**src/verilog/lsf_pkg.sv**
```systemverilog
// Shared constants, register map and types for the line scan image formatter.
package lsf_pkg;

  // Pixel path geometry.
  localparam int PIX_W = 12;
  localparam int LANES = 8;
  localparam int HALF_LANES = 4;
  localparam int BUS_W = PIX_W * LANES;
  localparam int COL_W = 13;
  localparam int GRP_W = 10;
  localparam int GRP_SHIFT = 3;
  localparam int ALIGN_BITS = 4;
  localparam int ROW_W = 8;
  localparam int STAGE_W = 9;
  localparam int STAGE_STEP_DEF = 64;

  // Column window and frame limits.
  localparam logic [COL_W-1:0] SENSOR_COLS = 13'h19A0;
  localparam logic [COL_W-1:0] START_MAX = 13'h1990;
  localparam logic [COL_W-1:0] WIDTH_MIN = 13'h0010;
  localparam logic [COL_W-1:0] HEIGHT_MIN = 13'h0001;
  localparam logic [COL_W-1:0] HEIGHT_MAX = 13'h1000;
  localparam logic [PIX_W-1:0] PIX_MAX = 12'hFFF;
  localparam logic [3:0] LANES_FULL = 4'h8;
  localparam logic [3:0] LANES_HALF = 4'h4;

  // Register byte offsets.
  localparam logic [7:0] REG_CTRL = 8'h00;
  localparam logic [7:0] REG_START = 8'h04;
  localparam logic [7:0] REG_WIDTH = 8'h08;
  localparam logic [7:0] REG_HEIGHT = 8'h0C;
  localparam logic [7:0] REG_STATUS = 8'h10;
  localparam logic [7:0] REG_FRAME = 8'h14;

  // Control register field positions.
  localparam int CTRL_STYLE_BIT = 0;
  localparam int CTRL_DIR_BIT = 1;
  localparam int CTRL_STAGE_LSB = 2;
  localparam int CTRL_HMERGE_BIT = 4;
  localparam int CTRL_VMERGE_BIT = 5;
  localparam int CTRL_DEPTH_LSB = 6;
  localparam int CTRL_ENABLE_BIT = 8;

  typedef enum logic {STYLE_TDI, STYLE_AREA} acq_style_t;
  typedef enum logic {DIR_FORWARD, DIR_REVERSE} scan_dir_t;
  typedef enum logic [1:0] {DEPTH_8 = 2'h0, DEPTH_10 = 2'h1, DEPTH_12 = 2'h2} pix_depth_t;

  // Reset values.
  localparam logic [1:0] STAGE_CODE_RST = 2'h0;
  localparam logic [COL_W-1:0] START_RST = 13'h0000;
  localparam logic [COL_W-1:0] HEIGHT_RST = 13'h0400;

endpackage : lsf_pkg

```
**src/verilog/merge_reduce.sv**
```systemverilog
// Combinational pixel merge (vertical, horizontal) and output depth reduction.
module merge_reduce (
  input wire logic [lsf_pkg::BUS_W-1:0] cur_i,
  input wire logic [lsf_pkg::BUS_W-1:0] prev_i,
  input wire logic vert_i,
  input wire logic horiz_i,
  input wire logic [1:0] depth_i,
  output logic [lsf_pkg::BUS_W-1:0] pix_o
);
  localparam int PW = lsf_pkg::PIX_W;

  logic [PW-1:0] vsum [lsf_pkg::LANES];
  logic [PW-1:0] hsum [lsf_pkg::LANES];

  // Sums saturate at full scale so the path stays 12 bits wide.
  genvar k;
  generate
    for (k = 0; k < lsf_pkg::LANES; k++) begin : g_lane
      logic [PW:0] vwide;
      logic [PW:0] hwide;
      logic [PW-1:0] full;
      assign vwide = {1'b0, cur_i[k*PW +: PW]} + (vert_i ? {1'b0, prev_i[k*PW +: PW]} : '0);
      assign vsum[k] = vwide[PW] ? lsf_pkg::PIX_MAX : vwide[PW-1:0];
      if (k < lsf_pkg::HALF_LANES) begin : g_pair
        assign hwide = {1'b0, vsum[2*k]} + {1'b0, vsum[2*k+1]};
        assign hsum[k] = horiz_i ? (hwide[PW] ? lsf_pkg::PIX_MAX : hwide[PW-1:0]) : vsum[k];
      end else begin : g_upper
        assign hwide = '0;
        assign hsum[k] = horiz_i ? '0 : vsum[k];
      end
      // Narrow depths keep the top bits and drop the low ones.
      assign full = hsum[k];
      always_comb begin
        case (depth_i)
          lsf_pkg::DEPTH_8: pix_o[k*PW +: PW] = {4'h0, full[PW-1:4]};
          lsf_pkg::DEPTH_10: pix_o[k*PW +: PW] = {2'h0, full[PW-1:2]};
          default: pix_o[k*PW +: PW] = full;
        endcase
      end
    end
  endgenerate

endmodule : merge_reduce

```
**src/verilog/line_scan_image_formatter.sv**
```systemverilog
// Line scan image formatter: window readout, merging, depth and virtual frames.
//
// Overview of operation
// - Two acquisition styles: area readout of rows, or integration line scan.
// - In line scan, stage code picks the integration stage count, steps of 32 or 64.
// - In area style, the stage count is the number of rows per area image.
// - Line scan charge shift direction follows a forward/reverse setting.
// - Area style with reverse direction reads rows bottom up, flipping the image.
// - Only columns from start to start plus width minus one are read and sent.
// - Start and width are multiples of 16; width at least 16.
// - Reset leaves the window at start zero and full sensor width.
// - Width writes of 16 to 6560 and start writes of 0 to 6544 are accepted.
// - Output lines are grouped into virtual frames of 1 to 4096 lines.
// - Horizontal merge by two sums adjacent pixel pairs; by one passes them.
// - Vertical merge by two sums adjacent line pairs into one line.
// - Pixels travel the internal path as 12-bit values.
// - Output depth is 8, 10 or 12 bits per pixel.
// - Eight pixels per clock keep 6560 columns above 18 kHz line rate.
//
// Implementation choices: the strobed register port and the register addresses.
module line_scan_image_formatter #(
  parameter int STAGE_STEP = lsf_pkg::STAGE_STEP_DEF
) (
  input wire logic clk_i,
  input wire logic sys_rst_i,
  input wire logic [7:0] reg_addr_i,
  input wire logic [31:0] reg_wdata_i,
  input wire logic reg_wr_i,
  input wire logic reg_rd_i,
  output logic [31:0] reg_rdata_o,
  input wire logic line_trig_i,
  output logic sens_req_o,
  output logic [lsf_pkg::ROW_W-1:0] sens_row_o,
  output logic [lsf_pkg::GRP_W-1:0] sens_grp_o,
  input wire logic [lsf_pkg::BUS_W-1:0] sens_data_i,
  output logic area_style_o,
  output logic tdi_reverse_o,
  output logic [lsf_pkg::STAGE_W-1:0] tdi_stages_o,
  output logic out_valid_o,
  output logic [lsf_pkg::BUS_W-1:0] out_data_o,
  output logic [3:0] out_lanes_o,
  output logic out_sol_o,
  output logic out_eol_o,
  output logic out_sof_o,
  output logic out_eof_o
);
  localparam int CW = lsf_pkg::COL_W;
  localparam int GW = lsf_pkg::GRP_W;
  localparam int SW = lsf_pkg::STAGE_W;

  typedef enum {ST_IDLE, ST_READ} seq_state_t;

  logic style_reg, dir_reg, hmerge_reg, vmerge_reg, enable_reg;
  logic [1:0] stage_code_reg, depth_reg;
  logic [CW-1:0] start_reg, width_reg, height_reg;
  seq_state_t state_reg;
  logic [GW-1:0] grp_reg;
  logic vph_reg;
  logic [SW-1:0] line_idx_reg;
  logic s1_final_reg, s1_hold_reg, s1_first_reg, s1_last_reg, s1_vert_reg, s1_horiz_reg;
  logic [lsf_pkg::BUS_W-1:0] prev_reg;
  logic [CW-1:0] line_cnt_reg;
  logic [15:0] frame_cnt_reg;
  logic [31:0] rdata_reg;
  logic [lsf_pkg::BUS_W-1:0] merged;
  logic [SW-1:0] stages, area_lines, row_fwd;
  logic [CW:0] col_end;
  logic [GW-1:0] grp_first, grp_last;
  logic req_final, line_done, frame_last;
  logic [CW-1:0] wr_col;

  // Stage count derives from the code; area images are that many rows high.
  assign stages = SW'((32'(stage_code_reg) + 32'h1) * STAGE_STEP);
  assign area_lines = vmerge_reg ? (stages >> 1) : stages;
  assign tdi_stages_o = stages;
  assign area_style_o = style_reg;
  assign tdi_reverse_o = dir_reg;

  // Window bounds in groups of eight columns; a window past the sensor edge is cut there.
  assign col_end = {1'b0, start_reg} + {1'b0, width_reg};
  assign grp_first = GW'(start_reg >> lsf_pkg::GRP_SHIFT);
  always_comb begin
    if (col_end > {1'b0, lsf_pkg::SENSOR_COLS}) begin
      grp_last = GW'((lsf_pkg::SENSOR_COLS >> lsf_pkg::GRP_SHIFT) - 13'h0001);
    end else begin
      grp_last = GW'((col_end >> lsf_pkg::GRP_SHIFT) - 14'h0001);
    end
  end

  // Register writes; out-of-range values are dropped, alignment bits forced to zero.
  assign wr_col = {reg_wdata_i[CW-1:lsf_pkg::ALIGN_BITS], 4'h0};
  always_ff @(posedge clk_i) begin
    if (sys_rst_i) begin
      style_reg <= lsf_pkg::STYLE_TDI;
      dir_reg <= lsf_pkg::DIR_FORWARD;
      stage_code_reg <= lsf_pkg::STAGE_CODE_RST;
      hmerge_reg <= 1'b0;
      vmerge_reg <= 1'b0;
      depth_reg <= lsf_pkg::DEPTH_8;
      enable_reg <= 1'b0;
      start_reg <= lsf_pkg::START_RST;
      width_reg <= lsf_pkg::SENSOR_COLS;
      height_reg <= lsf_pkg::HEIGHT_RST;
    end else if (reg_wr_i) begin
      case (reg_addr_i)
        lsf_pkg::REG_CTRL: begin
          style_reg <= reg_wdata_i[lsf_pkg::CTRL_STYLE_BIT];
          dir_reg <= reg_wdata_i[lsf_pkg::CTRL_DIR_BIT];
          stage_code_reg <= reg_wdata_i[lsf_pkg::CTRL_STAGE_LSB +: 2];
          hmerge_reg <= reg_wdata_i[lsf_pkg::CTRL_HMERGE_BIT];
          vmerge_reg <= reg_wdata_i[lsf_pkg::CTRL_VMERGE_BIT];
          enable_reg <= reg_wdata_i[lsf_pkg::CTRL_ENABLE_BIT];
          // The unused fourth depth code keeps the previous depth.
          if (reg_wdata_i[lsf_pkg::CTRL_DEPTH_LSB +: 2] != 2'h3) begin
            depth_reg <= reg_wdata_i[lsf_pkg::CTRL_DEPTH_LSB +: 2];
          end
        end
        lsf_pkg::REG_START: begin
          if (reg_wdata_i[31:CW] == '0 && wr_col <= lsf_pkg::START_MAX) begin
            start_reg <= wr_col;
          end
        end
        lsf_pkg::REG_WIDTH: begin
          if (reg_wdata_i[31:CW] == '0 && wr_col >= lsf_pkg::WIDTH_MIN
              && wr_col <= lsf_pkg::SENSOR_COLS) begin
            width_reg <= wr_col;
          end
        end
        lsf_pkg::REG_HEIGHT: begin
          if (reg_wdata_i[31:CW] == '0 && reg_wdata_i[CW-1:0] >= lsf_pkg::HEIGHT_MIN
              && reg_wdata_i[CW-1:0] <= lsf_pkg::HEIGHT_MAX) begin
            height_reg <= reg_wdata_i[CW-1:0];
          end
        end
        default: begin
        end
      endcase
    end
  end

  // Read data stands only in the cycle after the strobe; unmapped reads give zero.
  always_ff @(posedge clk_i) begin
    if (sys_rst_i || !reg_rd_i) begin
      rdata_reg <= '0;
    end else begin
      case (reg_addr_i)
        lsf_pkg::REG_CTRL: rdata_reg <= 32'({enable_reg, depth_reg, vmerge_reg, hmerge_reg,
                                              stage_code_reg, dir_reg, style_reg});
        lsf_pkg::REG_START: rdata_reg <= 32'(start_reg);
        lsf_pkg::REG_WIDTH: rdata_reg <= 32'(width_reg);
        lsf_pkg::REG_HEIGHT: rdata_reg <= 32'(height_reg);
        lsf_pkg::REG_STATUS: rdata_reg <= {16'(line_cnt_reg), 15'h0000, state_reg == ST_READ};
        lsf_pkg::REG_FRAME: rdata_reg <= 32'(frame_cnt_reg);
        default: rdata_reg <= '0;
      endcase
    end
  end
  assign reg_rdata_o = rdata_reg;

  // Readout sequencer: one group of eight columns per cycle, two rows per group when
  // merging vertically. Triggers during a readout are ignored rather than queued.
  assign line_done = (!vmerge_reg || vph_reg) && grp_reg == grp_last;
  always_ff @(posedge clk_i) begin
    if (sys_rst_i) begin
      state_reg <= ST_IDLE;
      grp_reg <= '0;
      vph_reg <= 1'b0;
      line_idx_reg <= '0;
    end else begin
      case (state_reg)
        ST_IDLE: begin
          if (line_trig_i && enable_reg) begin
            state_reg <= ST_READ;
            grp_reg <= grp_first;
            vph_reg <= 1'b0;
            line_idx_reg <= '0;
          end
        end
        ST_READ: begin
          if (vmerge_reg && !vph_reg) begin
            vph_reg <= 1'b1;
          end else begin
            vph_reg <= 1'b0;
            if (!line_done) begin
              grp_reg <= grp_reg + 10'h001;
            end else if (style_reg == lsf_pkg::STYLE_AREA
                         && line_idx_reg != area_lines - 9'h001) begin
              line_idx_reg <= line_idx_reg + 9'h001;
              grp_reg <= grp_first;
            end else begin
              state_reg <= ST_IDLE;
            end
          end
        end
        default: state_reg <= ST_IDLE;
      endcase
    end
  end

  // Row address: area rows count up, or down from the last row when reversed.
  // Line scan reads the newest line (0) and, when merging, the one before it (1).
  assign row_fwd = (vmerge_reg ? (line_idx_reg << 1) : line_idx_reg) + SW'(vph_reg);
  always_comb begin
    if (style_reg == lsf_pkg::STYLE_AREA && dir_reg == lsf_pkg::DIR_REVERSE) begin
      sens_row_o = lsf_pkg::ROW_W'(stages - 9'h001 - row_fwd);
    end else if (style_reg == lsf_pkg::STYLE_AREA) begin
      sens_row_o = lsf_pkg::ROW_W'(row_fwd);
    end else begin
      sens_row_o = lsf_pkg::ROW_W'(vph_reg);
    end
  end
  assign sens_req_o = state_reg == ST_READ;
  assign sens_grp_o = grp_reg;
  assign req_final = sens_req_o && (!vmerge_reg || vph_reg);

  // Stage one tracks the request whose data return this cycle.
  always_ff @(posedge clk_i) begin
    if (sys_rst_i) begin
      s1_final_reg <= 1'b0;
      s1_hold_reg <= 1'b0;
      s1_first_reg <= 1'b0;
      s1_last_reg <= 1'b0;
      s1_vert_reg <= 1'b0;
      s1_horiz_reg <= 1'b0;
    end else begin
      s1_final_reg <= req_final;
      s1_hold_reg <= sens_req_o && vmerge_reg && !vph_reg;
      s1_first_reg <= grp_reg == grp_first;
      s1_last_reg <= line_done;
      s1_vert_reg <= vmerge_reg;
      s1_horiz_reg <= hmerge_reg;
    end
  end

  // First row of a vertical pair waits here for its partner.
  always_ff @(posedge clk_i) begin
    if (sys_rst_i) begin
      prev_reg <= '0;
    end else if (s1_hold_reg) begin
      prev_reg <= sens_data_i;
    end
  end

  merge_reduce u_merge (
    .cur_i(sens_data_i),
    .prev_i(prev_reg),
    .vert_i(s1_vert_reg),
    .horiz_i(s1_horiz_reg),
    .depth_i(depth_reg),
    .pix_o(merged)
  );

  // Output stage: data, lane count and line/frame markers leave together.
  assign frame_last = line_cnt_reg == height_reg - 13'h0001;
  always_ff @(posedge clk_i) begin
    if (sys_rst_i) begin
      out_valid_o <= 1'b0;
      out_data_o <= '0;
      out_lanes_o <= '0;
      out_sol_o <= 1'b0;
      out_eol_o <= 1'b0;
      out_sof_o <= 1'b0;
      out_eof_o <= 1'b0;
    end else begin
      out_valid_o <= s1_final_reg;
      out_data_o <= s1_final_reg ? merged : '0;
      out_lanes_o <= s1_horiz_reg ? lsf_pkg::LANES_HALF : lsf_pkg::LANES_FULL;
      out_sol_o <= s1_final_reg && s1_first_reg;
      out_eol_o <= s1_final_reg && s1_last_reg;
      out_sof_o <= s1_final_reg && s1_first_reg && line_cnt_reg == '0;
      out_eof_o <= s1_final_reg && s1_last_reg && frame_last;
    end
  end

  // Virtual frame line counter; a height written mid-frame at or below the line count ends
  // the frame at the next line end because the compare is not exact.
  always_ff @(posedge clk_i) begin
    if (sys_rst_i) begin
      line_cnt_reg <= '0;
      frame_cnt_reg <= '0;
    end else if (s1_final_reg && s1_last_reg) begin
      if (line_cnt_reg >= height_reg - 13'h0001) begin
        line_cnt_reg <= '0;
        frame_cnt_reg <= frame_cnt_reg + 16'h0001;
      end else begin
        line_cnt_reg <= line_cnt_reg + 13'h0001;
      end
    end
  end
endmodule : line_scan_image_formatter

```
**config.mk**
```make
export PLATFORM = sky130hd
export DESIGN_NAME = line_scan_image_formatter
export DESIGN_NICKNAME = d
export VERILOG_FILES = /design/src/verilog/lsf_pkg.sv /design/src/verilog/merge_reduce.sv /design/src/verilog/line_scan_image_formatter.sv
export SDC_FILE = /design/constraint.sdc
export NUM_CORES = 1
export LEC_CHECK = 0
export BUFFER_PORTS_ARGS = -buffer_cell sky130_fd_sc_hd__buf_2
export CAP_MARGIN = 20
export CORE_MARGIN = 4
export CORE_UTILIZATION = 50
export CTS_CLUSTER_SIZE = 10
export DETAILED_ROUTE_END_ITERATION = 12
export GPL_TIMING_DRIVEN = 0
export PLACE_DENSITY = 0.71
export SLEW_MARGIN = 20
export SYNTH_ARGS = -nofsm -noshare
export SYNTH_HDL_FRONTEND = slang
export SYNTH_SLANG_ARGS = --single-unit
export TNS_END_PERCENT = 20
```
**constraint.sdc**
```tcl
create_clock -name clk_i -period 7.2 [get_ports clk_i]
set_input_delay 1.08 -clock clk_i [delete_from_list [all_inputs] [get_ports clk_i]]
set_output_delay 1.08 -clock clk_i [all_outputs]
set_load 0.03 [all_outputs]
```
### Word level (Yosys, flattened, before mapping)

Cells that the tools add are included.

| operators by class | value |
|---|---|
| $add $sub $neg | 24 |
| $mul | 0 |
| div/mod/pow operators | 0 |
| magnitude comparators | 7 |
| equality and inequality tests | 19 |
| shift-type cells | 0 |
| muxes and demuxes | 62 |
| bitwise operators | 1 |
| reductions and logical operators | 39 |

Operators with widths:

| cell | number |
|---|---|
| $mux W12 | 28 |
| $pmux W12 S2 | 8 |
| $pmux W29 S6 | 1 |
| $mux W32 | 4 |
| $add A12 B13 Y13 | 8 |
| $pmux W32 S2 | 1 |
| $add A12 B12 Y13 | 4 |
| $mux W10 | 5 |
| $mux W9 | 5 |
| $le A13 B13 Y1 const B | 3 |
| $eq A32 B1 Y1 const B | 1 |
| $eq A32 B2 Y1 const B | 1 |
| $logic_not A32 Y1 | 1 |
| $mux W8 | 3 |
| $eq A10 B10 Y1 | 2 |
| $pmux W10 S2 | 1 |
| $logic_not A19 Y1 | 1 |
| $pmux W9 S2 | 1 |
| $logic_and A1 B1 Y1 | 17 |
| $add A16 B1 Y16 const B | 1 |
| $eq A8 B4 Y1 const B | 2 |
| $eq A8 B5 Y1 const B | 2 |
| $add A13 B13 Y14 | 1 |
| $gt A14 B13 Y1 const B | 1 |
| other kinds (35) | 50 |

| word-level totals | value |
|---|---|
| flip-flop bits (word level) | 360 |
| bits in latches | 0 |
| RAM bits | 0 |
| memory bits (read-only) | 0 |
| input bits | 141 |
| output and inout bits | 167 |
| word-level logic and storage cells | 183 |
| memories | 0 |

### Logic depth before layout (Yosys ltp)

| depth | value |
|---|---|
| word-level depth | 9 |
| mapped depth | 28 |
| gate-level depth less buffers | 25 |

### Hierarchy

A second synthesis with hierarchy kept.

| second synthesis, totals | value |
|---|---|
| cell total of the unflattened synthesis | 2709 |
| area, all modules | 22560.4 um2 |

Modules (own cells, without submodules):

| module | times used | cells an instance | area an instance (um2) | sequential area each (um2) |
|---|---|---|---|---|
| line_scan_image_formatter | 1 | 1449 | 13654.3 | 6486.2 |
| merge_reduce | 1 | 1260 | 8906.0 | 0.0 |

### Worst setup path before layout

No wires, ideal clock.

| timing | value |
|---|---|
| kind | input-to-reg |
| from | in sens_data_i[36] (netlist bit) |
| to | reg out_data_o[21] (netlist bit) |
| setup time | 0.134 ns |
| arrival time | 5.908 ns |
| required time | 7.066 ns |
| path slack | 1.158 ns |
| cell stages on the path | 23 |
| path buffers | 1 |
| cell sequence | ha_1 fa_1 a21o_1 a21oi_1 o21bai_1 a21oi_1 o21ba_2 o21ai_0 o41ai_1 clkbuf_1 nand2b_1 ha_1 fa_1 a21o_1 a21oi_1 o21bai_1 a21oi_1 o21bai_1 a211oi_1 nand2_1 mux2_2 o32ai_1 o22ai_1 |

| on the way | value |
|---|---|
| word-level cells in the longest chain between the ends | 6 |

Ends and longest elaborated chain:

| item | RTL line | text |
|---|---|---|
| from (decl) | line_scan_image_formatter.sv:35 | `input wire logic [lsf_pkg::BUS_W-1:0] sens_data_i,` |
| $add A12 B13 Y13 | merge_reduce.sv:22 | `assign vwide = {1'b0, cur_i[k*PW +: PW]} + (vert_i ? {1'b0, prev_i[k*PW +: PW]} : '0);` |
| $mux W12 | merge_reduce.sv:23 | `assign vsum[k] = vwide[PW] ? lsf_pkg::PIX_MAX : vwide[PW-1:0];` |
| $add A12 B12 Y13 | merge_reduce.sv:25 | `assign hwide = {1'b0, vsum[2*k]} + {1'b0, vsum[2*k+1]};` |
| $mux W12 (2 in series) | merge_reduce.sv:26 | `assign hsum[k] = horiz_i ? (hwide[PW] ? lsf_pkg::PIX_MAX : hwide[PW-1:0]) : vsum[k];` |
| $pmux W12 S2 | merge_reduce.sv:34 | `case (depth_i)` |
| to (signal assigned) | line_scan_image_formatter.sv:266 | `out_data_o <= s1_final_reg ? merged : '0;` |
| to (decl) | line_scan_image_formatter.sv:40 | `output logic [lsf_pkg::BUS_W-1:0] out_data_o,` |

Every way passes these cells.
A chain may end at the register's enable or synchronous reset.

### Worst setup path in the final report

| timing | value |
|---|---|
| from | reg s1_vert_reg |
| to | reg out_data_o[42] (netlist bit) |

| on the way | value |
|---|---|
| word-level cells in the longest chain between the ends | 7 |
| elaborated cells between the ends (all ways) | 13 |
| those cells by class | add/sub (4); mux (9) |

Ends and longest elaborated chain:

| item | RTL line | text |
|---|---|---|
| from (decl) | line_scan_image_formatter.sv:60 | `logic s1_final_reg, s1_hold_reg, s1_first_reg, s1_last_reg, s1_vert_reg, s1_horiz_reg;` |
| from (signal assigned) | line_scan_image_formatter.sv:230 | `s1_vert_reg <= vmerge_reg;` |
| $mux W12 | merge_reduce.sv:22 |  |
| $add A12 B13 Y13 | merge_reduce.sv:22 |  |
| $mux W12 | merge_reduce.sv:23 |  |
| $add A12 B12 Y13 | merge_reduce.sv:25 |  |
| $mux W12 | merge_reduce.sv:26 |  |
| $mux W12 * | merge_reduce.sv:26 |  |
| $pmux W12 S2 * | merge_reduce.sv:34 |  |

Every way passes the cells marked *; elsewhere a longest branch is shown, timed or not.

==> results.md <==
| Quantity | Reported |
| --- | --- |
| Bufs and invs on worst path | 3 |
| Count of state elements after synthesis | 324 |
| Die span in y | 216 µm |
| # nets final | 3317 |
| CTS clock-pin slew for the worst setup and hold paths | 0.05 ns |
| Largest family of logic cells by synthesized area | simple AND/OR/NAND/NOR gates |
| Async set-reset flop share out of synthesis | 0 |
| Standard-cell rows | 76 |
| Detailed-placement wirelength estimate | 56.8 mm |
| Number of nets with antenna violations after routing | 0 |
| Count of placed standard cells including taps | 3529 |
| Count of input and output buffers | 291 |
| Number of top-level pins | 308 |
| Min-delay worst type | reg -> reg |
| Tightest Pin Transition | 1.08 ns |
| Initial antenna violation count | 10 |
| Syn-to-layout area delta | 15.8% |
| Sequential cell area fraction in the yosys report | 0.298 |
| CP max-delay cell | sky130_fd_sc_hd__a2bb2oi_1 |
| Min cycle time layout | 6.80 ns |
| Share of cells above drive strength 1 | 0.135 |
| Pre-Repair DR Iteration Count | 6 |
| Worst VDD drop | 0.123 mV |
| Prevailing post-synth register cell | sky130_fd_sc_hd__dfxtp_1 |
| Post-Synth Adder-Cell Area | 0.114 |
| Per-cell via count in the routed design | 5.85 |
| DRC violation count after routing | 0 |
| Global-route wire length before repair | 111 mm |
| Max_slew headroom | 0.283 |
| Max Clk Rate | 147 MHz |
| Routed length per instance | 20.1 µm |
| Total negative slack for setup checks | 0 ns |
| Via count | 21000 |
| Cts bufs inserted | 40 |
| Clock net sink count | 324 |
| Die footprint | 0.0469 mm² |
| DIE WIDTH | 216 µm |
| Final standard cell area without fillers | 0.0252 mm² |
| EDFF count, synth | 0 |
| Multiplexer area fraction after synthesis | 0.0700 |
| Count of routing violations after the opening detailed-route iteration | 2010 |
| Type of destination of the critical path | flop |
| Classification of the worst setup path | reg -> reg |
| Final Instance Count excl. Fillers | 3592 |
| Min Hold Slack | 0.479 ns |
| Commonest cells after routing, fill and taps aside | 334 x sky130_fd_sc_hd__nor2_1, 324 x sky130_fd_sc_hd__dfxtp_1, 292 x sky130_fd_sc_hd__buf_2 |
| Highest cell delay on the worst timing path | 0.44 ns |
| Parity-gate share of the synthesized area counting xor and xnor cells | 0.0725 |
| Total of hold buffers inserted after clock tree synthesis | 0 |
| Library cell used as clock root buffer | sky130_fd_sc_hd__clkbuf_16 |
| Number of global-route vias before repair | 20200 |
| Compound-gate portion of the synthesized area | 0.186 |
| Mean cell area of the mapped netlist | 8.22 µm² |
| Most Frequent Cell on Critical Path | sky130_fd_sc_hd__a21oi_1 |
| Setup fix buffers added after clock tree synthesis | 0 |
| Overall overflow remaining after global route | 0 |
| Final setup viols | 0 |
| Required time reported for the critical path endpoint | 7.63 ns |
| Synthesized area | 0.0217 mm² |
| Total global-route track usage | 0.296 |
| Number of distinct library cells after synthesis | 91 |
| Maximum number of pins on one net before global-route repair | 12 |
| CTS H-tree depth | 2 |
| Area fraction in and, or, nand and nor cells after synthesis | 0.215 |
| Post-synthesis cell count | 2643 |
| Clock network latency to the later pin of the worst-skew pair | 0.58 ns |
| Overall power | 4.09 mW |
| Total cell area at the placement stage | 0.0240 mm² |
| Top cell family by delay on the critical path | compound AO/OA/AOI/OAI gates |
| Global placement routability congestion | 1.03 |
| Count of pins over their slew limit | 0 |
| Core footprint | 0.0430 mm² |
| Setup repair after global routing missed its margin | yes |
| Most common cell after layout, fill and taps aside | sky130_fd_sc_hd__nor2_1 |
| Count of warnings emitted by yosys | 0 |
| Worst Path Arrival | 7.23 ns |
| Total power divided by cell area | 163 mW/mm² |
| Number of buffers on the longest clock path | 3 |
| WL final | 72.1 mm |
| Worst clock skew | 0.0206 ns |
| Initial standard-cell utilization of the core | 0.506 |
| Hold Violations, Final | 0 |
| Share of the clock period used by the worst path after layout | 0.944 |
| Number of maximum-capacitance violations | 0 |
| Top fanout value on the critical path | 10 |
| Static Leak | 11.1 nW |
| Result of the run | completed |
| Number of fill cells in the layout | 3962 |
| TritonCTS clock tree | yes |
| Kind of launch point of the worst setup path | flop |
metal layers:
layer  vias up  share of wire  routed length (µm)  global-route usage
met3       201          0.086                6190              0.0670
met5         -        0.00080                  58                   0
met2       880           0.45               32300               0.474
li1      10000              -                   -                   -
met4         8          0.043                3090               0.122
met1      9921           0.42               30400               0.386
repair_timing:
action	CTS	global route
hold endpoints to repair	0	0
endpoints found under the setup margin	0	28
resized for setup	0	9
report_power, final:
part / switching [mW] / internal, mW / total [mW] / leakage [nW]
clock: 0.786 / 1.07 / 1.85 / 0.574
sequential: 0.000313 / 1.79 / 1.79 / 2.61
combinational: 0.272 / 0.174 / 0.446 / 7.94
total: 1.06 / 3.04 / 4.09 / 11.1
area by class of cell:
class | instances | area (µm²) | area share
clock inverter | 6 | 63.8 | 0.00254
timing repair buffer | 291 | 1460 | 0.0579
antenna | 6 | 15.0 | 0.000596
sequential | 324 | 6490 | 0.258
multi-input combinational | 2091 | 14400 | 0.571
tap | 585 | 732 | 0.0291
clock buffer | 51 | 1100 | 0.0438
buffer | 132 | 556 | 0.0221
inverter | 106 | 398 | 0.0158
worst reg2reg max path, delay by kind of cell, from the launching register on:
kind | cells | cell delay, ns
AND/OR/NAND/NOR | 3 | 0.71
buffers and inverters | 3 | 0.66
AO/OA/AOI/OAI | 16 | 3.68
flip-flops | 1 | 0.37
adder cells (fa/ha/maj) | 4 | 1.10
XOR/XNOR | 1 | 0.15
cells by family after synthesis:
kind of cell               count (synthesis)
and+or+nand+nor                          954
adders and majority gates                190
other                                      1
buffers and inverters                    238
xor gates and xnor gates                 179
AOI/OAI and AO/OA                        606
DFF                                      324
muxes                                    151
worst paths after layout:
kind,endpoint,slack [ns],start,cells after the start
setup / recovery,out_data_o[42],0.40,s1_vert_reg,27
hold / removal,prev_reg[55],0.48,prev_reg[55],2
setup reg to reg,out_data_o[42],0.40,s1_vert_reg,27
hold reg to reg,prev_reg[55],0.48,prev_reg[55],2
synthesized netlist by cell type (17+ instances only):
library cell / instances / area [µm²]
sky130_fd_sc_hd__a211oi_1: 20 / 150
sky130_fd_sc_hd__a21o_1: 37 / 278
sky130_fd_sc_hd__a21oi_1: 164 / 821
sky130_fd_sc_hd__a22oi_1: 18 / 135
sky130_fd_sc_hd__and2_1: 139 / 870
sky130_fd_sc_hd__and3_1: 31 / 194
sky130_fd_sc_hd__buf_1: 17 / 63.8
sky130_fd_sc_hd__clkbuf_1: 101 / 379
sky130_fd_sc_hd__dfxtp_1: 324 / 6490
sky130_fd_sc_hd__ha_1: 177 / 2210
sky130_fd_sc_hd__inv_1: 104 / 390
sky130_fd_sc_hd__mux2i_1: 143 / 1430
sky130_fd_sc_hd__nand2_1: 172 / 646
sky130_fd_sc_hd__nand2b_1: 47 / 294
sky130_fd_sc_hd__nand3_1: 46 / 230
sky130_fd_sc_hd__nor2_1: 334 / 1250
sky130_fd_sc_hd__nor2b_1: 22 / 138
sky130_fd_sc_hd__nor3_1: 50 / 250
sky130_fd_sc_hd__nor4_1: 21 / 131
sky130_fd_sc_hd__o211ai_1: 18 / 135
sky130_fd_sc_hd__o21ai_0: 111 / 556
sky130_fd_sc_hd__o21bai_1: 36 / 270
sky130_fd_sc_hd__o22ai_1: 31 / 194
sky130_fd_sc_hd__or2_2: 20 / 125
sky130_fd_sc_hd__xnor2_1: 115 / 1010
sky130_fd_sc_hd__xor2_1: 63 / 552
stage by stage:
step / setup WS (ns) / utilization
6_report: 0.400 / 0.586
5_1_grt: -0.0354 / 0.586
3_5_place_dp: 0.132 / 0.557
4_1_cts: 0.0545 / 0.584
2_1_floorplan: 1.16 / -
3_3_place_gp: 0.309 / 0.557
(Power assumes the default switching activity.)
